--- src/include/e1_alarm_regs.svh ---
// Purpose: Offsets, field positions, reset values and timing counts of the E1 alarm monitor
// Assumes: 8-bit parallel register port, 125 MHz system clock
// Notes: Definitions only
`ifndef E1_ALARM_REGS_SVH
`define E1_ALARM_REGS_SVH

// ****************************************
// Register offsets
// ****************************************
`define OFS_DEVICE_IDENT 8'h0f
`define OFS_RESYNC_EVENTS 8'h12
`define OFS_RX_ALARM_STATUS 8'h18
`define OFS_RX_ALARM_MASK 8'h19
`define OFS_LINE_COND_STATUS 8'h1a
`define OFS_SYNC_SEARCH_RT 8'h30
`define OFS_E1_RX_CTRL_FIRST 8'h33
`define OFS_E1_RX_CTRL_SECOND 8'h34
`define OFS_E1_TX_CTRL_SECOND 8'h36
`define OFS_COMMON_CTRL_ONE 8'h70

// ****************************************
// Field positions and reset values
// ****************************************
`define RXC1_RESYNC 0
`define RXC1_AUTO_RESYNC_OFF 1
`define RXC1_CRC4_EN 3
`define RXC2_CL_THRESH 0
`define TXC2_AUTO_RAI 0
`define TXC2_AUTO_AIS 1
`define COMMON_CONTROL_ONE_PIN_FUNC 0
`define COMMON_CONTROL_ONE_CLK_SRC_LO 1
`define COMMON_CONTROL_ONE_CLK_SRC_HI 2
`define COMMON_CONTROL_ONE_PULSE_HALF 4
`define COMMON_CONTROL_ONE_SIG_INTEG 5
`define COMMON_CONTROL_ONE_CRC_RECALC 6
`define COMMON_CONTROL_ONE_WRITE_MASK 8'h7f
`define REG_RESET 8'h00

// ****************************************
// Detector thresholds
// ****************************************
`define CL_ZEROS_SHORT 12'd255
`define CL_ZEROS_LONG 12'd2048
`define CL_ZEROS_T1 12'd192
`define CL_CLEAR_WINDOW 8'd255
`define CL_CLEAR_ONES 8'd32
`define AIS_WINDOW 10'd512
`define AIS_MAX_ZEROS 10'd3
`define FAS_ERR_RUN 2'd3
`define CAS_ERR_RUN 2'd2
`define CRC_BLOCK_WORDS 10'd1000
`define CRC_BLOCK_ERRORS 10'd915

// ****************************************
// Timing
// ****************************************
`define CLK_SYS_KHZ 125000
`define CLK_SYS_PERIOD_PS 8000
`define CHANNEL_TIME_PS 3906250
`define CHANNEL_TIME_CYCLES ((`CHANNEL_TIME_PS + `CLK_SYS_PERIOD_PS - 1) / `CLK_SYS_PERIOD_PS)
`define CRC_SEARCH_MS 8
`define CRC_RAI_MS 128
`define CRC_ABANDON_MS 400
`define CRC_SEARCH_CYCLES (`CRC_SEARCH_MS * `CLK_SYS_KHZ)
`define CRC_RAI_TIMEOUTS (`CRC_RAI_MS / `CRC_SEARCH_MS)
`define CRC_ABANDON_TIMEOUTS (`CRC_ABANDON_MS / `CRC_SEARCH_MS)

`endif

--- src/include/e1_alarm_pkg.sv ---
// Purpose: Types of the E1 alarm monitor
// Assumes: Constants live in e1_alarm_regs.svh
// Notes: None
package e1_alarm_pkg;
  typedef logic [7:0] reg_byte_t;
  typedef enum logic [1:0] {
    TXCLK_PIN,
    TXCLK_FAILOVER,
    TXCLK_MASTER,
    TXCLK_RECOVERED
  } tx_clk_src_t;
endpackage

--- src/e1_alarm_status_monitor.sv ---
// Purpose: E1 receive alarm and sync monitor with automatic AIS and remote alarm
// Assumes: All inputs synchronous to CLK_SYS; line bits arrive with a strobe
// Notes: Framer alignment events arrive as one-cycle pulses
`timescale 1ns/1ps
`include "e1_alarm_regs.svh"

module e1_alarm_status_monitor #(
  parameter int unsigned CRC_SEARCH_CYCLES = `CRC_SEARCH_CYCLES,
  parameter logic [3:0] DEVICE_CODE = 4'h5,  // Arbitrary value
  parameter logic [3:0] DIE_REVISION = 4'h1  // Arbitrary value
) (
  // Clock and reset
  input wire logic CLK_SYS,
  input wire logic RST_B,
  // Register port
  input wire logic [7:0] ADDR,
  input wire logic [7:0] WR_DATA,
  input wire logic WR_STROBE,
  input wire logic RD_STROBE,
  output logic [7:0] RD_DATA,
  output logic INT_REQ_B,
  // Line samples
  input wire logic LINE_BIT_STROBE,
  input wire logic RX_LINE_POSITIVE_IN,
  input wire logic RX_LINE_NEGATIVE_IN,
  input wire logic T1_MODE,
  input wire logic TRANSMIT_CLOCK_PIN,
  // Framer events
  input wire logic FAS_WORD_STROBE,
  input wire logic FAS_WORD_OK,
  input wire logic FAS_SYNC_FOUND,
  input wire logic CAS_WORD_STROBE,
  input wire logic CAS_WORD_OK,
  input wire logic CAS_SYNC_FOUND,
  input wire logic CRC_WORD_STROBE,
  input wire logic CRC_WORD_OK,
  input wire logic CRC_SYNC_FOUND,
  input wire logic NONALIGN_STROBE,
  input wire logic NONALIGN_BIT3,
  input wire logic MF_STROBE,
  input wire logic TS16_BIT6,
  input wire logic SA7_STROBE,
  input wire logic SA7_BIT,
  input wire logic RX_YELLOW_IN,
  // Transmit controls
  output logic TX_FORCE_AIS,
  output logic TX_REMOTE_ALARM,
  output logic SHARED_ALARM_PIN,
  output logic [1:0] TX_CLOCK_SELECT,
  output logic OUTPUT_HALF_WIDTH,
  output logic SIGNALING_INTEGRATE,
  output logic CRC_RECALCULATE
);

  // ****************************************
  // Register port
  // ****************************************
  e1_alarm_pkg::reg_byte_t e1_rx_control_first;
  e1_alarm_pkg::reg_byte_t e1_rx_control_second;
  e1_alarm_pkg::reg_byte_t e1_tx_control_second;
  e1_alarm_pkg::reg_byte_t common_control_one;
  e1_alarm_pkg::reg_byte_t receive_alarm_mask;
  e1_alarm_pkg::reg_byte_t next_rd_data;
  logic [2:0] resync_criteria_events;
  logic [3:0] clear_events;
  logic [3:0] cond_pending;
  logic [3:0] cond_prev;
  logic [3:0] cond_now;
  logic [3:0] clear_set;
  logic [5:0] crc_sync_count;
  logic receive_sync_lost;
  logic framer_carrier_lost;
  logic receive_unframed_ones;
  logic receive_remote_alarm;
  logic distant_multiframe_alarm;
  logic v52_link_detected;
  logic transmit_clock_lost;
  logic cas_mf_search_active;
  logic crc_sync;
  logic crc_abandon;
  logic resync_prev;
  logic fas_resync;
  logic cas_resync;
  logic crc_resync;
  logic rd_status2;
  logic rd_events;
  logic crc_en;

  assign rd_status2 = RD_STROBE && (ADDR == `OFS_RX_ALARM_STATUS);
  assign rd_events = RD_STROBE && (ADDR == `OFS_RESYNC_EVENTS);
  assign crc_en = e1_rx_control_first[`RXC1_CRC4_EN];

  always_ff @(posedge CLK_SYS) begin
    if (!RST_B) begin
      e1_rx_control_first <= `REG_RESET;
      e1_rx_control_second <= `REG_RESET;
      e1_tx_control_second <= `REG_RESET;
      common_control_one <= `REG_RESET;
      receive_alarm_mask <= `REG_RESET;
    end else if (WR_STROBE) begin
      case (ADDR)
        `OFS_E1_RX_CTRL_FIRST: e1_rx_control_first <= WR_DATA;
        `OFS_E1_RX_CTRL_SECOND: e1_rx_control_second <= WR_DATA;
        `OFS_E1_TX_CTRL_SECOND: e1_tx_control_second <= WR_DATA;
        `OFS_COMMON_CTRL_ONE: common_control_one <= WR_DATA & `COMMON_CONTROL_ONE_WRITE_MASK;
        `OFS_RX_ALARM_MASK: receive_alarm_mask <= WR_DATA;
        default: ;
      endcase
    end
  end

  always_comb begin
    case (ADDR)
      `OFS_DEVICE_IDENT: next_rd_data = {DEVICE_CODE, DIE_REVISION};
      `OFS_RESYNC_EVENTS: next_rd_data = {5'h00, resync_criteria_events};
      `OFS_RX_ALARM_STATUS: next_rd_data = {clear_events, cond_now};
      `OFS_RX_ALARM_MASK: next_rd_data = receive_alarm_mask;
      `OFS_LINE_COND_STATUS: next_rd_data = {3'h0, transmit_clock_lost, 1'b0,
                                             v52_link_detected, distant_multiframe_alarm,
                                             receive_remote_alarm};
      `OFS_SYNC_SEARCH_RT: next_rd_data = {crc_sync_count[5:2], crc_sync_count[0],
                                           receive_sync_lost, cas_mf_search_active,
                                           crc_en && !receive_sync_lost && !crc_sync};
      `OFS_E1_RX_CTRL_FIRST: next_rd_data = e1_rx_control_first;
      `OFS_E1_RX_CTRL_SECOND: next_rd_data = e1_rx_control_second;
      `OFS_E1_TX_CTRL_SECOND: next_rd_data = e1_tx_control_second;
      `OFS_COMMON_CTRL_ONE: next_rd_data = common_control_one;
      default: next_rd_data = 8'h00;
    endcase
  end

  always_ff @(posedge CLK_SYS) begin
    if (!RST_B) begin
      RD_DATA <= 8'h00;
    end else if (RD_STROBE) begin
      RD_DATA <= next_rd_data;
    end
  end

  // ****************************************
  // Resync criteria
  // ****************************************
  logic [1:0] fas_err_run;
  logic [1:0] cas_err_run;
  logic [9:0] crc_words;
  logic [9:0] crc_errors;

  assign fas_resync = FAS_WORD_STROBE && !FAS_WORD_OK && (fas_err_run == `FAS_ERR_RUN - 2'd1);
  assign cas_resync = CAS_WORD_STROBE && !CAS_WORD_OK && (cas_err_run == `CAS_ERR_RUN - 2'd1);
  assign crc_resync = CRC_WORD_STROBE && (crc_words == `CRC_BLOCK_WORDS - 10'd1) &&
                      ((crc_errors + {9'h000, !CRC_WORD_OK}) >= `CRC_BLOCK_ERRORS);

  always_ff @(posedge CLK_SYS) begin
    if (!RST_B) begin
      fas_err_run <= 2'd0;
      cas_err_run <= 2'd0;
      crc_words <= 10'd0;
      crc_errors <= 10'd0;
    end else begin
      if (FAS_WORD_STROBE) begin
        fas_err_run <= (FAS_WORD_OK || fas_resync) ? 2'd0 : fas_err_run + 2'd1;
      end
      if (CAS_WORD_STROBE) begin
        cas_err_run <= (CAS_WORD_OK || cas_resync) ? 2'd0 : cas_err_run + 2'd1;
      end
      if (CRC_WORD_STROBE) begin
        if (crc_words == `CRC_BLOCK_WORDS - 10'd1) begin
          crc_words <= 10'd0;
          crc_errors <= 10'd0;
        end else begin
          crc_words <= crc_words + 10'd1;
          crc_errors <= crc_errors + {9'h000, !CRC_WORD_OK};
        end
      end
    end
  end

  always_ff @(posedge CLK_SYS) begin
    if (!RST_B) begin
      resync_criteria_events <= 3'h0;
    end else begin
      resync_criteria_events <= (rd_events ? 3'h0 : resync_criteria_events) |
                                {crc_resync, fas_resync, cas_resync};
    end
  end

  // ****************************************
  // Synchronization state
  // ****************************************
  logic manual_resync;
  logic auto_resync;

  assign manual_resync = e1_rx_control_first[`RXC1_RESYNC] && !resync_prev;
  assign auto_resync = !e1_rx_control_first[`RXC1_AUTO_RESYNC_OFF] &&
                       (fas_resync || cas_resync || crc_resync);

  always_ff @(posedge CLK_SYS) begin
    if (!RST_B) begin
      resync_prev <= 1'b0;
      receive_sync_lost <= 1'b1;
      cas_mf_search_active <= 1'b1;
      crc_sync <= 1'b0;
    end else begin
      resync_prev <= e1_rx_control_first[`RXC1_RESYNC];
      if (manual_resync || auto_resync) begin
        receive_sync_lost <= 1'b1;
      end else if (FAS_SYNC_FOUND) begin
        receive_sync_lost <= 1'b0;
      end
      if (manual_resync || auto_resync || receive_sync_lost) begin
        cas_mf_search_active <= 1'b1;
      end else if (CAS_SYNC_FOUND) begin
        cas_mf_search_active <= 1'b0;
      end
      if (!crc_en || receive_sync_lost || manual_resync || auto_resync) begin
        crc_sync <= 1'b0;
      end else if (CRC_SYNC_FOUND) begin
        crc_sync <= 1'b1;
      end
    end
  end

  // ****************************************
  // CRC4 search timing
  // ****************************************
  logic [31:0] crc_timer;
  logic crc_searching;
  logic crc_timeout;

  assign crc_searching = crc_en && !receive_sync_lost && !crc_sync;
  assign crc_timeout = crc_searching && (crc_timer == CRC_SEARCH_CYCLES - 1);

  always_ff @(posedge CLK_SYS) begin
    if (!RST_B) begin
      crc_timer <= 32'd0;
      crc_sync_count <= 6'd0;
      crc_abandon <= 1'b0;
    end else if (!crc_en || crc_sync) begin
      crc_timer <= 32'd0;
      crc_sync_count <= 6'd0;
      crc_abandon <= 1'b0;
    end else if (crc_searching) begin
      crc_timer <= crc_timeout ? 32'd0 : crc_timer + 32'd1;
      if (crc_timeout) begin
        crc_sync_count <= crc_sync_count + 6'd1;
        if (crc_sync_count == 6'(`CRC_ABANDON_TIMEOUTS - 1)) begin
          crc_abandon <= 1'b1;
        end
      end
    end else begin
      crc_timer <= 32'd0;
    end
  end

  // ****************************************
  // Carrier loss
  // ****************************************
  logic mark;
  logic [11:0] zero_run;
  logic [11:0] cl_threshold;
  logic [7:0] cl_window;
  logic [7:0] cl_ones;

  assign mark = RX_LINE_POSITIVE_IN || RX_LINE_NEGATIVE_IN;
  assign cl_threshold = T1_MODE ? `CL_ZEROS_T1 :
                        (e1_rx_control_second[`RXC2_CL_THRESH] ? `CL_ZEROS_LONG :
                         `CL_ZEROS_SHORT);

  always_ff @(posedge CLK_SYS) begin
    if (!RST_B) begin
      zero_run <= 12'd0;
      cl_window <= 8'd0;
      cl_ones <= 8'd0;
      framer_carrier_lost <= 1'b0;
    end else if (LINE_BIT_STROBE) begin
      zero_run <= mark ? 12'd0 : ((zero_run == cl_threshold) ? zero_run : zero_run + 12'd1);
      if (!framer_carrier_lost) begin
        cl_window <= 8'd0;
        cl_ones <= 8'd0;
        if (!mark && (zero_run == cl_threshold - 12'd1)) begin
          framer_carrier_lost <= 1'b1;
        end
      end else if (cl_window == `CL_CLEAR_WINDOW - 8'd1) begin
        cl_window <= 8'd0;
        cl_ones <= 8'd0;
        if ((cl_ones + {7'h00, mark}) >= `CL_CLEAR_ONES) begin
          framer_carrier_lost <= 1'b0;
        end
      end else begin
        cl_window <= cl_window + 8'd1;
        cl_ones <= cl_ones + {7'h00, mark};
      end
    end
  end

  // ****************************************
  // Unframed all ones
  // ****************************************
  logic [9:0] ais_window;
  logic [9:0] ais_zeros;

  always_ff @(posedge CLK_SYS) begin
    if (!RST_B) begin
      ais_window <= 10'd0;
      ais_zeros <= 10'd0;
      receive_unframed_ones <= 1'b0;
    end else if (LINE_BIT_STROBE) begin
      if (ais_window == `AIS_WINDOW - 10'd1) begin
        ais_window <= 10'd0;
        ais_zeros <= 10'd0;
        receive_unframed_ones <= (ais_zeros + {9'h000, !mark}) < `AIS_MAX_ZEROS;
      end else begin
        ais_window <= ais_window + 10'd1;
        ais_zeros <= ais_zeros + {9'h000, !mark};
      end
    end
  end

  // ****************************************
  // Remote, multiframe and link alarms
  // ****************************************
  logic [1:0] bit3_hist;
  logic mf_bit6_prev;
  logic [1:0] sa7_hist;
  logic [1:0] sa7_zeros;

  assign sa7_zeros = {1'b0, !SA7_BIT} + {1'b0, !sa7_hist[0]} + {1'b0, !sa7_hist[1]};

  always_ff @(posedge CLK_SYS) begin
    if (!RST_B) begin
      bit3_hist <= 2'b00;
      receive_remote_alarm <= 1'b0;
      mf_bit6_prev <= 1'b0;
      distant_multiframe_alarm <= 1'b0;
      sa7_hist <= 2'b11;
      v52_link_detected <= 1'b0;
    end else begin
      if (NONALIGN_STROBE) begin
        bit3_hist <= {bit3_hist[0], NONALIGN_BIT3};
        if (NONALIGN_BIT3 && (bit3_hist == 2'b11)) begin
          receive_remote_alarm <= 1'b1;
        end else if (!NONALIGN_BIT3 && (bit3_hist == 2'b00)) begin
          receive_remote_alarm <= 1'b0;
        end
      end
      if (MF_STROBE) begin
        mf_bit6_prev <= TS16_BIT6;
        distant_multiframe_alarm <= TS16_BIT6 && mf_bit6_prev;
      end
      if (SA7_STROBE) begin
        sa7_hist <= {sa7_hist[0], SA7_BIT};
        v52_link_detected <= sa7_zeros >= 2'd2;
      end
    end
  end

  // ****************************************
  // Transmit clock supervision
  // ****************************************
  logic [9:0] transmit_clock_pin_idle;
  logic transmit_clock_pin_prev;

  always_ff @(posedge CLK_SYS) begin
    if (!RST_B) begin
      transmit_clock_pin_prev <= 1'b0;
      transmit_clock_pin_idle <= 10'd0;
      transmit_clock_lost <= 1'b0;
    end else begin
      transmit_clock_pin_prev <= TRANSMIT_CLOCK_PIN;
      if (TRANSMIT_CLOCK_PIN != transmit_clock_pin_prev) begin
        transmit_clock_pin_idle <= 10'd0;
        transmit_clock_lost <= 1'b0;
      end else if (transmit_clock_pin_idle == 10'(`CHANNEL_TIME_CYCLES - 1)) begin
        transmit_clock_lost <= 1'b1;
      end else begin
        transmit_clock_pin_idle <= transmit_clock_pin_idle + 10'd1;
      end
    end
  end

  // ****************************************
  // Status 2 events and interrupt
  // ****************************************
  assign cond_now = {RX_YELLOW_IN, receive_unframed_ones, framer_carrier_lost,
                     receive_sync_lost};
  assign clear_set = cond_prev & ~cond_now;

  always_ff @(posedge CLK_SYS) begin
    if (!RST_B) begin
      cond_prev <= 4'h1;
      clear_events <= 4'h0;
      cond_pending <= 4'h0;
      INT_REQ_B <= 1'b1;
    end else begin
      cond_prev <= cond_now;
      clear_events <= (rd_status2 ? 4'h0 : clear_events) | clear_set;
      cond_pending <= (rd_status2 ? 4'h0 : cond_pending) | (cond_now & ~cond_prev);
      INT_REQ_B <= !(|({clear_events, cond_pending} & receive_alarm_mask));
    end
  end

  // ****************************************
  // Transmit alarm and control outputs
  // ****************************************
  logic rx_fault;
  logic crc_late;
  e1_alarm_pkg::tx_clk_src_t clk_src;

  assign rx_fault = receive_sync_lost || receive_unframed_ones || framer_carrier_lost;
  assign crc_late = crc_en && !crc_sync && !receive_sync_lost &&
                    ((crc_sync_count >= 6'(`CRC_RAI_TIMEOUTS)) || crc_abandon);
  assign clk_src = e1_alarm_pkg::tx_clk_src_t'({common_control_one[`COMMON_CONTROL_ONE_CLK_SRC_HI],
                                                 common_control_one[`COMMON_CONTROL_ONE_CLK_SRC_LO]});

  always_ff @(posedge CLK_SYS) begin
    if (!RST_B) begin
      TX_FORCE_AIS <= 1'b0;
      TX_REMOTE_ALARM <= 1'b0;
      SHARED_ALARM_PIN <= 1'b0;
      TX_CLOCK_SELECT <= 2'b00;
      OUTPUT_HALF_WIDTH <= 1'b0;
      SIGNALING_INTEGRATE <= 1'b0;
      CRC_RECALCULATE <= 1'b0;
    end else begin
      TX_FORCE_AIS <= e1_tx_control_second[`TXC2_AUTO_AIS] && rx_fault;
      TX_REMOTE_ALARM <= e1_tx_control_second[`TXC2_AUTO_RAI] && (rx_fault || crc_late);
      SHARED_ALARM_PIN <= common_control_one[`COMMON_CONTROL_ONE_PIN_FUNC] ? transmit_clock_lost :
                          receive_sync_lost;
      case (clk_src)
        e1_alarm_pkg::TXCLK_PIN: TX_CLOCK_SELECT <= 2'(e1_alarm_pkg::TXCLK_PIN);
        e1_alarm_pkg::TXCLK_FAILOVER: TX_CLOCK_SELECT <= transmit_clock_lost ?
          2'(e1_alarm_pkg::TXCLK_RECOVERED) : 2'(e1_alarm_pkg::TXCLK_PIN);
        e1_alarm_pkg::TXCLK_MASTER: TX_CLOCK_SELECT <= 2'(e1_alarm_pkg::TXCLK_MASTER);
        default: TX_CLOCK_SELECT <= 2'(e1_alarm_pkg::TXCLK_RECOVERED);
      endcase
      OUTPUT_HALF_WIDTH <= common_control_one[`COMMON_CONTROL_ONE_PULSE_HALF];
      SIGNALING_INTEGRATE <= common_control_one[`COMMON_CONTROL_ONE_SIG_INTEG];
      CRC_RECALCULATE <= common_control_one[`COMMON_CONTROL_ONE_CRC_RECALC] && !T1_MODE;
    end
  end

endmodule

--- config.mk ---
export PLATFORM = sky130hd
export DESIGN_NAME = e1_alarm_status_monitor
export DESIGN_NICKNAME = d
export VERILOG_FILES = /design/src/include/e1_alarm_pkg.sv /design/src/e1_alarm_status_monitor.sv
export VERILOG_INCLUDE_DIRS = /design/src /design/src/include
export SDC_FILE = /design/constraint.sdc
export NUM_CORES = 1
export LEC_CHECK = 0
export BUFFER_PORTS_ARGS = -buffer_cell sky130_fd_sc_hd__buf_2
export CAP_MARGIN = 20
export CORE_ASPECT_RATIO = 1.25
export CORE_MARGIN = 1
export CORE_UTILIZATION = 61
export CTS_CLUSTER_DIAMETER = 30
export DETAILED_ROUTE_END_ITERATION = 10
export GPL_TIMING_DRIVEN = 0
export PLACE_DENSITY = 0.82
export REMOVE_ABC_BUFFERS = 1
export SLEW_MARGIN = 20
export SYNTH_ARGS = -nofsm -noshare
export SYNTH_HDL_FRONTEND = slang
export SYNTH_SLANG_ARGS = --single-unit
--- constraint.sdc ---
create_clock -name CLK_SYS -period 2.6 [get_ports CLK_SYS]
set_clock_uncertainty 0.05 [all_clocks]
set_input_delay 0.13 -clock CLK_SYS [delete_from_list [all_inputs] [get_ports CLK_SYS]]
set_output_delay 0.13 -clock CLK_SYS [all_outputs]
set_load 0.02 [all_outputs]
==> impl_table.tex, run 1 <==
\begin{tabular}{lr}
\hline
Metric & Value \\
\hline
\multicolumn{2}{l}{\textbf{Clock network}} \\
Clock latency reported for the late side of the worst-skew pair & 0.51 ns \\
CTS buffer count & 38 \\
Max clock buf depth & 3 \\
Clock tree from TritonCTS & built \\
Master cell of the clock root buffer & sky130\_fd\_sc\_hd\_\_clkbuf\_16 \\
Sinks on Clock Net & 208 \\
Clock-pin slew on the worst setup and hold paths & 0.05 ns \\
Max H-tree Level & 2 \\
\multicolumn{2}{l}{\textbf{Die}} \\
Die Outline Area & 17100 um\^{}2 \\
Width of the die & 117 um \\
Initial cell density of the core & 0.623 \\
Height of the die & 146 um \\
Cell Rows & 52 \\
Count of pins on the block boundary & 58 \\
Core Box Area & 16200 um\^{}2 \\
\multicolumn{2}{l}{\textbf{Worst setup path}} \\
Launching element of the worst setup path & crc\_timer[0]\$\_SDFF\_PP0\_ \\
Top delay family on crit path & simple AND/OR/NAND/NOR gates \\
FF-to-FF Start & crc\_timer[0]\$\_SDFF\_PP0\_ \\
Series of cell instances along the critical path & ha\_1 > and3\_1 > nand3\_1 > nor3\_1 > or4b\_2 > a21oi\_1 \\
Critical path peak fanout & 32 \\
Critical path buffers and inverters & 0 \\
CP max stage cell & sky130\_fd\_sc\_hd\_\_or4b\_2 \\
Delay of the slowest cell on the worst path & 0.97 ns \\
Critical path startpoint category & flop \\
Critical Path AT & 2.88 ns \\
Path type of the worst setup path & flop to flop \\
Required time at the worst-slack endpoint & 2.98 ns \\
Crit. End Element & flop \\
\multicolumn{2}{l}{\textbf{Placement}} \\
Post-Place Worst Slack & -0.176 ns \\
Post-detailed-placement half-perimeter wirelength & 14900 um \\
GPL Wtd Cong & 0.919 \\
Number of I/O port buffers & 57 \\
\multicolumn{2}{l}{\textbf{Yosys}} \\
Mean cell area of the mapped netlist & 8.70 um\^{}2 \\
Number of enable-type register cells in the synthesized netlist & 0 \\
Number of instances in the synthesized netlist & 1161 \\
Area leader, netlist & sky130\_fd\_sc\_hd\_\_dfxtp\_1 \\
Sequential-to-total area share from yosys stat & 0.412 \\
Syn Std Cell Area & 10100 um\^{}2 \\
Number of warnings printed during yosys synthesis & 0 \\
Leading post-synthesis cells by cell area & sky130\_fd\_sc\_hd\_\_dfxtp\_1 (41\%), sky130\_fd\_sc\_hd\_\_nor2b\_1 (5.0\%), sky130\_fd\_sc\_hd\_\_mux2i\_1 (4.3\%) \\
Commonest register cell after synthesis & sky130\_fd\_sc\_hd\_\_dfxtp\_1 \\
Share of async-settable or async-resettable flops after synthesis & 0 \\
Count of distinct cell types in the synthesized netlist & 74 \\
Synth top area share & 0.412 \\
Number of storage elements in the synthesis netlist & 208 \\
\multicolumn{2}{l}{\textbf{Power and ir drop}} \\
Power per unit of standard cell area & 713 nW/um\^{}2 \\
Power consumption & 8.65 mW \\
Largest voltage drop on the vdd net & 495 uV \\
Leakage power summed over all cells & 4.67 nW \\
\multicolumn{2}{l}{\textbf{Finish}} \\
Leading cell type in the layout, fill and taps excluded & sky130\_fd\_sc\_hd\_\_dfxtp\_1 \\
Highest-count cells in the layout ignoring fill and taps & sky130\_fd\_sc\_hd\_\_dfxtp\_1 (208), sky130\_fd\_sc\_hd\_\_nor2\_1 (109), sky130\_fd\_sc\_hd\_\_nand2\_1 (94) \\
Area Growth Syn to Fin & 20.1\% \\
Layout cells sized above 1 & 0.124 \\
Final net count & 1304 \\
\multicolumn{2}{l}{\textbf{Routing}} \\
Remaining antenna violation count & 0 \\
Average via count per standard cell & 5.87 \\
Number of DRC markers in iteration 0 & 579 \\
Routed wire length & 23400 um \\
Remaining design rule violation count & 0 \\
Total vias in the final route & 8727 \\
Detailed-router iteration count before antenna repair & 5 \\
WL/cell & 15.7 um \\
\multicolumn{2}{l}{\textbf{STA}} \\
Final setup fails & 0 \\
Post-route clock period utilization & 0.963 \\
Max Freq & 399 MHz \\
Relative slew margins & 0.374 \\
Setup\_tns & 0 ns \\
Max Slew Vio Count & 0 \\
Worst setup margin & 0.0968 ns \\
Setup repair after global routing missed its margin & no \\
Shortest period the worst path allows & 2.50 ns \\
Count of final hold-check violations & 0 \\
Tightest Pin Transition & 0.936 ns \\
\multicolumn{2}{l}{\textbf{GRT}} \\
Vias in the first global route & 8387 \\
Global route overflow & 0 \\
Global router's overall resource usage & 0.283 \\
Wire length of the first global-routing pass & 39000 um \\
Pin count of the biggest net entering global routing & 98 \\
Number of antenna violations at the first check in global routing & 1 \\
\multicolumn{2}{l}{\textbf{Job}} \\
Max-cap check violation count & 0 \\
\multicolumn{2}{l}{\textbf{Status}} \\
Status & completed \\
\multicolumn{2}{l}{\textbf{Hold path}} \\
Worst min-delay path class & input port to flop \\
Hold\_sp & WR\_STROBE \\
\hline
\end{tabular}
## metrics by stage
| step | instances | cell area, um^2 | util | hold WS (ns) |
|---|---|---|---|---|
| after global placement | 1386 | 10500 | 0.645 | 0.316 |
| after detailed placement | 1388 | 10500 | 0.648 | 0.327 |
| final | 1487 | 12100 | 0.749 | 0.0390 |
| after global routing | 1487 | 12100 | 0.749 | 0.0487 |
| after floorplan | 1113 | 9890 | - | 0.142 |
| after CTS | 1486 | 12100 | 0.749 | 0.0112 |
## cells in the mapped netlist, types with 18 or more instances
cell,n
sky130_fd_sc_hd__dfxtp_1,208
sky130_fd_sc_hd__inv_1,35
sky130_fd_sc_hd__o21ai_0,39
sky130_fd_sc_hd__nor2b_1,80
sky130_fd_sc_hd__xnor2_1,23
sky130_fd_sc_hd__a21boi_0,18
sky130_fd_sc_hd__nand2_1,94
sky130_fd_sc_hd__clkbuf_1,35
sky130_fd_sc_hd__ha_1,20
sky130_fd_sc_hd__mux2i_1,43
sky130_fd_sc_hd__nor3_1,25
sky130_fd_sc_hd__nand3_1,65
sky130_fd_sc_hd__nor2_1,110
sky130_fd_sc_hd__and2_1,31
sky130_fd_sc_hd__a21oi_1,48
sky130_fd_sc_hd__xor2_1,48
sky130_fd_sc_hd__nand4_1,29
sky130_fd_sc_hd__and3_1,25
## sequential cells by signal (all words and copies together), names as in the netlist, 3 cells and up
name                     count
ais_window                  10
cond_prev                    4
crc_sync_count               6
crc_errors                  10
crc_words                   10
transmit_clock_pin_idle     10
ais_zeros                   10
clear_events                 4
e1_rx_control_second         8
crc_timer                   32
common_control_one           7
e1_tx_control_second         8
cl_ones                      8
receive_alarm_mask           8
cl_window                    8
zero_run                    12
resync_criteria_events       3
cond_pending                 4
e1_rx_control_first          8
RD_DATA                      8
## kinds of logic after synthesis
logic type                 Yosys count  synth area share
DFF                                208             0.412
muxes                               49            0.0497
AOI/OAI and AO/OA                  197             0.133
buffers and inverters               83            0.0331
adders and majority gates           20            0.0248
xor gates and xnor gates            71            0.0616
and+or+nand+nor                    533             0.286
## area by class of cell
| type | instances | area, um^2 |
|---|---|---|
| tap | 216 | 270 |
| sequential | 208 | 4160 |
| timing repair buffer | 90 | 633 |
| antenna | 1 | 2.50 |
| clock buffer | 47 | 1080 |
| clock inverter | 20 | 248 |
| multi-input combinational | 870 | 5610 |
| fill | 1121 | 4070 |
| inverter | 35 | 131 |
## routing by layer
layer | share of wire | vias up | GRT usage | wire length, um
met2 | 0.50 | 250 | 0.494 | 11700
met1 | 0.41 | 4140 | 0.328 | 9640
met4 | 0.035 | 0 | 0.125 | 830
met5 | 0 | - | 0 | 0
li1 | - | 4261 | - | -
met3 | 0.051 | 76 | 0.0558 | 1210
## what timing repair did
| item | CTS | global route |
|---|---|---|
| setup buffers | 0 | 0 |
| setup endpoints to repair | 0 | 39 |
| hold buffers | 31 | 0 |
| resized for setup | 0 | 2 |
| endpoints found under the hold margin | 65 | 0 |
## path summary, 6_finish.rpt
kind	slack [ns]	end	depth (start not counted)
worst max-delay path	0.1	crc_timer[26]$_SDFF_PP0_	6
worst min-delay path	0.04	common_control_one[6]$_SDFFE_PN0P_	3
worst max register to register	0.1	crc_timer[26]$_SDFF_PP0_	6
worst min register to register	0.40	TX_FORCE_AIS$_SDFF_PN0_	2
## power breakdown
group / internal [mW] / switching, mW / total [mW]
Combinational: 0.158 / 0.206 / 0.364
Sequential: 3.23 / 0.0295 / 3.26
Clock: 3.35 / 1.68 / 5.03
Total: 6.73 / 1.92 / 8.65
## tightest hold or removal path, stage by stage
cell and delay [ns]:
sky130_fd_sc_hd__buf_2 0.23, sky130_fd_sc_hd__nand3_1 0.14, sky130_fd_sc_hd__a21boi_1 0.05
(Power assumes the default switching activity.)
==> run 2, diff against run 1 <==
- CAP_MARGIN: 20 -> 40
- GPL_TIMING_DRIVEN: 0 -> unset
==> run 2 against run 1 <==
Utilization grew 0.87 points. Hold slack got worse by 0.0035 ns. Critical endpoint is now crc_sync_count[4]$_SDFFE_PP0P_. Maximum frequency grew 8.1%. Clock power barely moved. Final area increased by 1.2%. Register-to-register slack better by 0.19 ns. Global-route usage rose by 2.1 points. First-iteration DRC count grew 5.7%. Via count grew 1.9%. Sequential share of layout area down 0.39 points.
==> impl_table.tex, run 2 (same netlist as run 1, synthesis figures left out) <==
\begin{tabular}{lr}
\hline
Metric & Value \\
\hline
\multicolumn{2}{l}{\textbf{Status}} \\
Status & completed \\
\multicolumn{2}{l}{\textbf{Placement}} \\
Number of I/O port buffers & 57 \\
Post-Place Worst Slack & 0.372 ns \\
Post-detailed-placement half-perimeter wirelength & 15700 um \\
Placed cell areas & 10600 um\^{}2 \\
GPL Wtd Cong & 0.905 \\
\multicolumn{2}{l}{\textbf{Finish}} \\
Count of fill cells added during filler insertion & 1077 \\
Layout cells sized above 1 & 0.133 \\
Final net count & 1324 \\
Area Growth Syn to Fin & 21.5\% \\
Number of flip-flops under the largest register name & 32 \\
Leading cell type in the layout, fill and taps excluded & sky130\_fd\_sc\_hd\_\_dfxtp\_1 \\
Largest register by flop count & crc\_timer \\
Largest regs & crc\_timer: 32 flops, zero\_run: 12 flops \\
Highest-count cells in the layout ignoring fill and taps & sky130\_fd\_sc\_hd\_\_dfxtp\_1 (208), sky130\_fd\_sc\_hd\_\_nor2\_1 (110), sky130\_fd\_sc\_hd\_\_nand2\_1 (94) \\
Final instance area & 12300 um\^{}2 \\
\multicolumn{2}{l}{\textbf{Die}} \\
Core Box Area & 16200 um\^{}2 \\
Initial cell density of the core & 0.623 \\
Count of pins on the block boundary & 58 \\
Die Outline Area & 17100 um\^{}2 \\
Cell Rows & 52 \\
Height of the die & 146 um \\
Width of the die & 117 um \\
\multicolumn{2}{l}{\textbf{Clock network}} \\
Max clock buf depth & 3 \\
Max H-tree Level & 2 \\
CTS buffer count & 38 \\
Clock tree from TritonCTS & built \\
Total setup buffers inserted after CTS & 0 \\
Sinks on Clock Net & 208 \\
Clock latency reported for the late side of the worst-skew pair & 0.51 ns \\
Clock-pin slew on the worst setup and hold paths & 0.05 ns \\
Master cell of the clock root buffer & sky130\_fd\_sc\_hd\_\_clkbuf\_16 \\
\multicolumn{2}{l}{\textbf{GRT}} \\
Number of antenna violations at the first check in global routing & 3 \\
Global route overflow & 0 \\
Vias in the first global route & 8826 \\
Wire length of the first global-routing pass & 41500 um \\
Global router's overall resource usage & 0.304 \\
Pin count of the biggest net entering global routing & 114 \\
\multicolumn{2}{l}{\textbf{Power and ir drop}} \\
Power per unit of standard cell area & 704 nW/um\^{}2 \\
Net switching power & 1.95 mW \\
Switching portion of total power & 0.225 \\
Part of the total power dissipated in the clock network & 0.579 \\
Leakage power summed over all cells & 4.76 nW \\
Register share of total power & 0.377 \\
Design internal power & 6.70 mW \\
Share of power burned in combinational logic & 0.044 \\
Largest voltage drop on the vdd net & 616 uV \\
Power consumption & 8.65 mW \\
\multicolumn{2}{l}{\textbf{Worst setup path}} \\
CP max stage cell & sky130\_fd\_sc\_hd\_\_nor4\_4 \\
Required time at the worst-slack endpoint & 2.94 ns \\
Critical Path AT & 2.65 ns \\
Crit. End Element & flop \\
Critical path startpoint category & flop \\
Series of cell instances along the critical path & ha\_1 > and3\_1 > nand3\_1 > nor4\_4 > nand4\_1 > xor2\_1 > nor2\_1 \\
Top delay family on crit path & simple AND/OR/NAND/NOR gates \\
Path type of the worst setup path & flop to flop \\
Critical path buffers and inverters & 0 \\
Delay of the slowest cell on the worst path & 0.54 ns \\
Critical path peak fanout & 7 \\
\multicolumn{2}{l}{\textbf{Routing}} \\
Routed wire length & 24800 um \\
Remaining design rule violation count & 0 \\
Remaining antenna violation count & 0 \\
Detailed-router iteration count before antenna repair & 5 \\
Average via count per standard cell & 5.89 \\
WL/cell & 16.4 um \\
Total vias in the final route & 8893 \\
Number of DRC markers in iteration 0 & 612 \\
\multicolumn{2}{l}{\textbf{STA}} \\
Tightest Pin Transition & 0.793 ns \\
Setup\_tns & 0 ns \\
Worst setup margin & 0.285 ns \\
Max Freq & 432 MHz \\
Max Slew Vio Count & 0 \\
Count of final hold-check violations & 0 \\
Shortest period the worst path allows & 2.32 ns \\
Relative slew margins & 0.469 \\
Final setup fails & 0 \\
Post-route clock period utilization & 0.890 \\
Setup repair after global routing missed its margin & no \\
\multicolumn{2}{l}{\textbf{Hold path}} \\
Worst min-delay path class & input port to flop \\
\multicolumn{2}{l}{\textbf{Job}} \\
Max-cap check violation count & 0 \\
\hline
\end{tabular}
[run 2: cell count changes in the layout (fill, tap and decap cells not counted), moves of 2 or more]
cell                            previous run  this run
sky130_fd_sc_hd__buf_4                     2        20
sky130_fd_sc_hd__clkbuf_8                  7         4
sky130_fd_sc_hd__clkinvlp_4                7         4
sky130_fd_sc_hd__inv_8                     0         3
sky130_fd_sc_hd__clkbuf_1                  1         3
sky130_fd_sc_hd__diode_2                   1         3
sky130_fd_sc_hd__dlygate4sd3_1            31        33
[run 2: path summary, 6_finish.rpt]
path / slack (ns) / from / end / cells after the start
hold / removal: 0.04 / WR_STROBE / common_control_one[3]$_SDFFE_PN0P_ / 3
setup reg to reg: 0.28 / crc_timer[0]$_SDFF_PP0_ / crc_sync_count[4]$_SDFFE_PP0P_ / 7
hold reg to reg: 0.40 / e1_tx_control_second[1]$_SDFFE_PN0P_ / TX_FORCE_AIS$_SDFF_PN0_ / 2
setup / recovery: 0.28 / crc_timer[0]$_SDFF_PP0_ / crc_sync_count[4]$_SDFFE_PP0P_ / 7
[run 2: layout make-up]
cell class                      instances  area [um^2]  share of cell area
Sequential cell                       208         4160               0.339
Tap cell                              216          270              0.0220
Clock buffer                           46         1040              0.0849
Clock inverter                         22          277              0.0225
Antenna cell                            3         7.51            0.000612
Inverter                               35          131              0.0107
Timing Repair Buffer                  110          781              0.0636
Multi-Input combinational cell        870         5600               0.456
[run 2: tightest hold or removal path, stage by stage]
cell and delay, ns:
sky130_fd_sc_hd__buf_2 0.23, sky130_fd_sc_hd__nand3_1 0.14, sky130_fd_sc_hd__a21boi_1 0.05
[run 2: what timing repair did]
| item | 4_1_cts | 5_1_grt |
|---|---|---|
| hold endpoints to repair | 63 | 0 |
| hold buffers | 33 | 0 |
| resized for setup | 0 | 0 |
[run 2: layer usage]
layer | wire [um] | track usage | share of wire | vias up
li1 | - | - | - | 4307
met1 | 9730 | 0.342 | 0.39 | 4180
met2 | 12500 | 0.521 | 0.50 | 307
met3 | 1510 | 0.0704 | 0.061 | 99
met4 | 1070 | 0.166 | 0.043 | 0
met5 | 0 | 0 | 0 | -
[run 2: per-stage QoR]
step / std cells / utilization / hold slack (ns)
2_1_floorplan: 1113 / - / 0.142
3_3_place_gp: 1406 / 0.655 / 0.311
3_5_place_dp: 1406 / 0.655 / 0.322
4_1_cts: 1507 / 0.757 / 0.0151
5_1_grt: 1510 / 0.757 / 0.0512
6_report: 1510 / 0.757 / 0.0355
[run 2: power groups by stage]
stage                     clock network, mW  logic, mW  registers (mW)
final                                  5.01      0.382            3.26
after global placement                    0      0.322            3.32
after global routing                   5.22      0.417            3.26
after detailed placement                  0      0.328            3.32
after CTS                              5.07      0.373            3.25
after floorplan                           0      0.166            3.32
==> run 3, diff against run 2 <==
- RECOVER_POWER: unset -> 50
- SLEW_MARGIN: 20 -> 0
==> run 3 against run 2 <==
Combinational power down 2%. Critical path depth unchanged. First-iteration DRC count down 0.82%. Global-route usage unchanged. Die area unchanged. Sequential cell count unchanged. Utilization down 0.36 points.
==> impl_table.tex, run 3 (same netlist as run 1, synthesis figures left out) <==
\begin{tabular}{lr}
\hline
Metric & Value \\
\hline
\multicolumn{2}{l}{\textbf{STA}} \\
Setup\_tns & 0 ns \\
Post-route clock period utilization & 0.902 \\
Max Freq & 426 MHz \\
Max Slew Vio Count & 0 \\
Setup repair after global routing missed its margin & no \\
Worst-case hold slack & 0.0336 ns \\
Shortest period the worst path allows & 2.35 ns \\
Tightest Pin Transition & 1.04 ns \\
Worst setup margin & 0.254 ns \\
Relative slew margins & 0.306 \\
Final setup fails & 0 \\
Count of final hold-check violations & 0 \\
\multicolumn{2}{l}{\textbf{Die}} \\
Width of the die & 117 um \\
Die Outline Area & 17100 um\^{}2 \\
Height of the die & 146 um \\
Cell Rows & 52 \\
Core Box Area & 16200 um\^{}2 \\
Initial cell density of the core & 0.623 \\
Count of pins on the block boundary & 58 \\
\multicolumn{2}{l}{\textbf{Status}} \\
Status & completed \\
\multicolumn{2}{l}{\textbf{Placement}} \\
Number of I/O port buffers & 57 \\
Post-Place Worst Slack & 0.372 ns \\
Cell count after placement & 1406 \\
Placed cell areas & 10600 um\^{}2 \\
Post-detailed-placement half-perimeter wirelength & 15700 um \\
GPL Wtd Cong & 0.905 \\
\multicolumn{2}{l}{\textbf{Worst setup path}} \\
Critical path buffers and inverters & 0 \\
Critical path peak fanout & 7 \\
Crit. End Element & flop \\
CP max stage cell & sky130\_fd\_sc\_hd\_\_nor4\_4 \\
Delay of the slowest cell on the worst path & 0.55 ns \\
Path type of the worst setup path & flop to flop \\
Critical path startpoint category & flop \\
Top delay family on crit path & simple AND/OR/NAND/NOR gates \\
Series of cell instances along the critical path & ha\_1 > and3\_1 > nand3\_1 > nor4\_4 > nand4\_1 > xor2\_1 > nor2\_1 \\
Required time at the worst-slack endpoint & 2.94 ns \\
Critical Path AT & 2.68 ns \\
\multicolumn{2}{l}{\textbf{Finish}} \\
Count of fill cells added during filler insertion & 1104 \\
Largest regs & crc\_timer: 32 flops, zero\_run: 12 flops \\
Leading cell type in the layout, fill and taps excluded & sky130\_fd\_sc\_hd\_\_dfxtp\_1 \\
Largest register by flop count & crc\_timer \\
Total area of multi-input combinational cells & 5590 um\^{}2 \\
Layout cells sized above 1 & 0.110 \\
Number of flip-flops under the largest register name & 32 \\
Final instance area & 12200 um\^{}2 \\
Final core utilization & 0.754 \\
Highest-count cells in the layout ignoring fill and taps & sky130\_fd\_sc\_hd\_\_dfxtp\_1 (208), sky130\_fd\_sc\_hd\_\_nor2\_1 (111), sky130\_fd\_sc\_hd\_\_nand2\_1 (94) \\
Non-filler instance count after layout & 1510 \\
FF/Latch Area & 4160 um\^{}2 \\
Final net count & 1324 \\
Area Growth Syn to Fin & 21.0\% \\
\multicolumn{2}{l}{\textbf{Clock network}} \\
Sinks on Clock Net & 208 \\
Clock-pin slew on the worst setup and hold paths & 0.05 ns \\
Max H-tree Level & 2 \\
Max clock buf depth & 3 \\
Clock latency reported for the late side of the worst-skew pair & 0.51 ns \\
Master cell of the clock root buffer & sky130\_fd\_sc\_hd\_\_clkbuf\_16 \\
Clock tree from TritonCTS & built \\
CTS buffer count & 38 \\
\multicolumn{2}{l}{\textbf{Job}} \\
Max-cap check violation count & 0 \\
\multicolumn{2}{l}{\textbf{Routing}} \\
Number of DRC markers in iteration 0 & 607 \\
Routed wire length & 24700 um \\
Remaining design rule violation count & 0 \\
Total vias in the final route & 8867 \\
Average via count per standard cell & 5.87 \\
Detailed-router iteration count before antenna repair & 5 \\
Remaining antenna violation count & 0 \\
WL/cell & 16.4 um \\
\multicolumn{2}{l}{\textbf{Power and ir drop}} \\
Power consumption & 8.64 mW \\
Leakage power summed over all cells & 4.65 nW \\
Largest voltage drop on the vdd net & 615 uV \\
Power per unit of standard cell area & 707 nW/um\^{}2 \\
\multicolumn{2}{l}{\textbf{GRT}} \\
Wire length of the first global-routing pass & 41500 um \\
Pin count of the biggest net entering global routing & 114 \\
Global router's overall resource usage & 0.304 \\
Global route overflow & 0 \\
Vias in the first global route & 8826 \\
Number of antenna violations at the first check in global routing & 3 \\
\multicolumn{2}{l}{\textbf{Hold path}} \\
Worst min-delay path class & input port to flop \\
\hline
\end{tabular}
-- run 3: power by group --
group	leakage, nW	total (mW)	switching [mW]	internal [mW]
Clock	0.635	5.01	1.71	3.30
Combinational	2.33	0.376	0.215	0.161
Sequential	1.68	3.26	0.0272	3.23
Total	4.65	8.64	1.95	6.69
-- run 3: timing repair --
item / 4_1_cts / 5_1_grt
hold endpoints to repair: 63 / 0
resized for setup: 0 / 0
setup buffers: 0 / 0
hold buffers: 33 / 0
-- run 3: final timing paths --
path	startpoint	to	slack, ns	depth (start not counted)
setup / recovery	crc_timer[0]$_SDFF_PP0_	crc_sync_count[4]$_SDFFE_PP0P_	0.25	7
hold reg to reg	e1_tx_control_second[1]$_SDFFE_PN0P_	TX_FORCE_AIS$_SDFF_PN0_	0.40	2
setup reg to reg	crc_timer[0]$_SDFF_PP0_	crc_sync_count[4]$_SDFFE_PP0P_	0.25	7
hold / removal	WR_STROBE	common_control_one[3]$_SDFFE_PN0P_	0.03	3
-- run 3: per-layer routing --
metal / track usage / part of all wire / up-vias
met5: 0 / 0 / -
met4: 0.166 / 0.045 / 0
met3: 0.0704 / 0.060 / 98
met2: 0.521 / 0.50 / 309
met1: 0.342 / 0.40 / 4160
li1: - / - / 4300
-- run 3: worst register-to-register path: cells and delay by family, from the launching register on --
family / cells / cell delay [ns]
DFF: 1 / 0.39
xor gates and xnor gates: 1 / 0.25
and+or+nand+nor: 5 / 1.29
adders and majority gates: 1 / 0.24
-- run 3: layout make-up --
cell class                 count  share of cell area
inverter                      35              0.0108
antenna                        3            0.000615
clock inverter                22              0.0226
clock buffer                  46              0.0853
multi-input combinational    870               0.458
sequential                   208               0.341
tap                          216              0.0221
timing repair buffer         110              0.0598
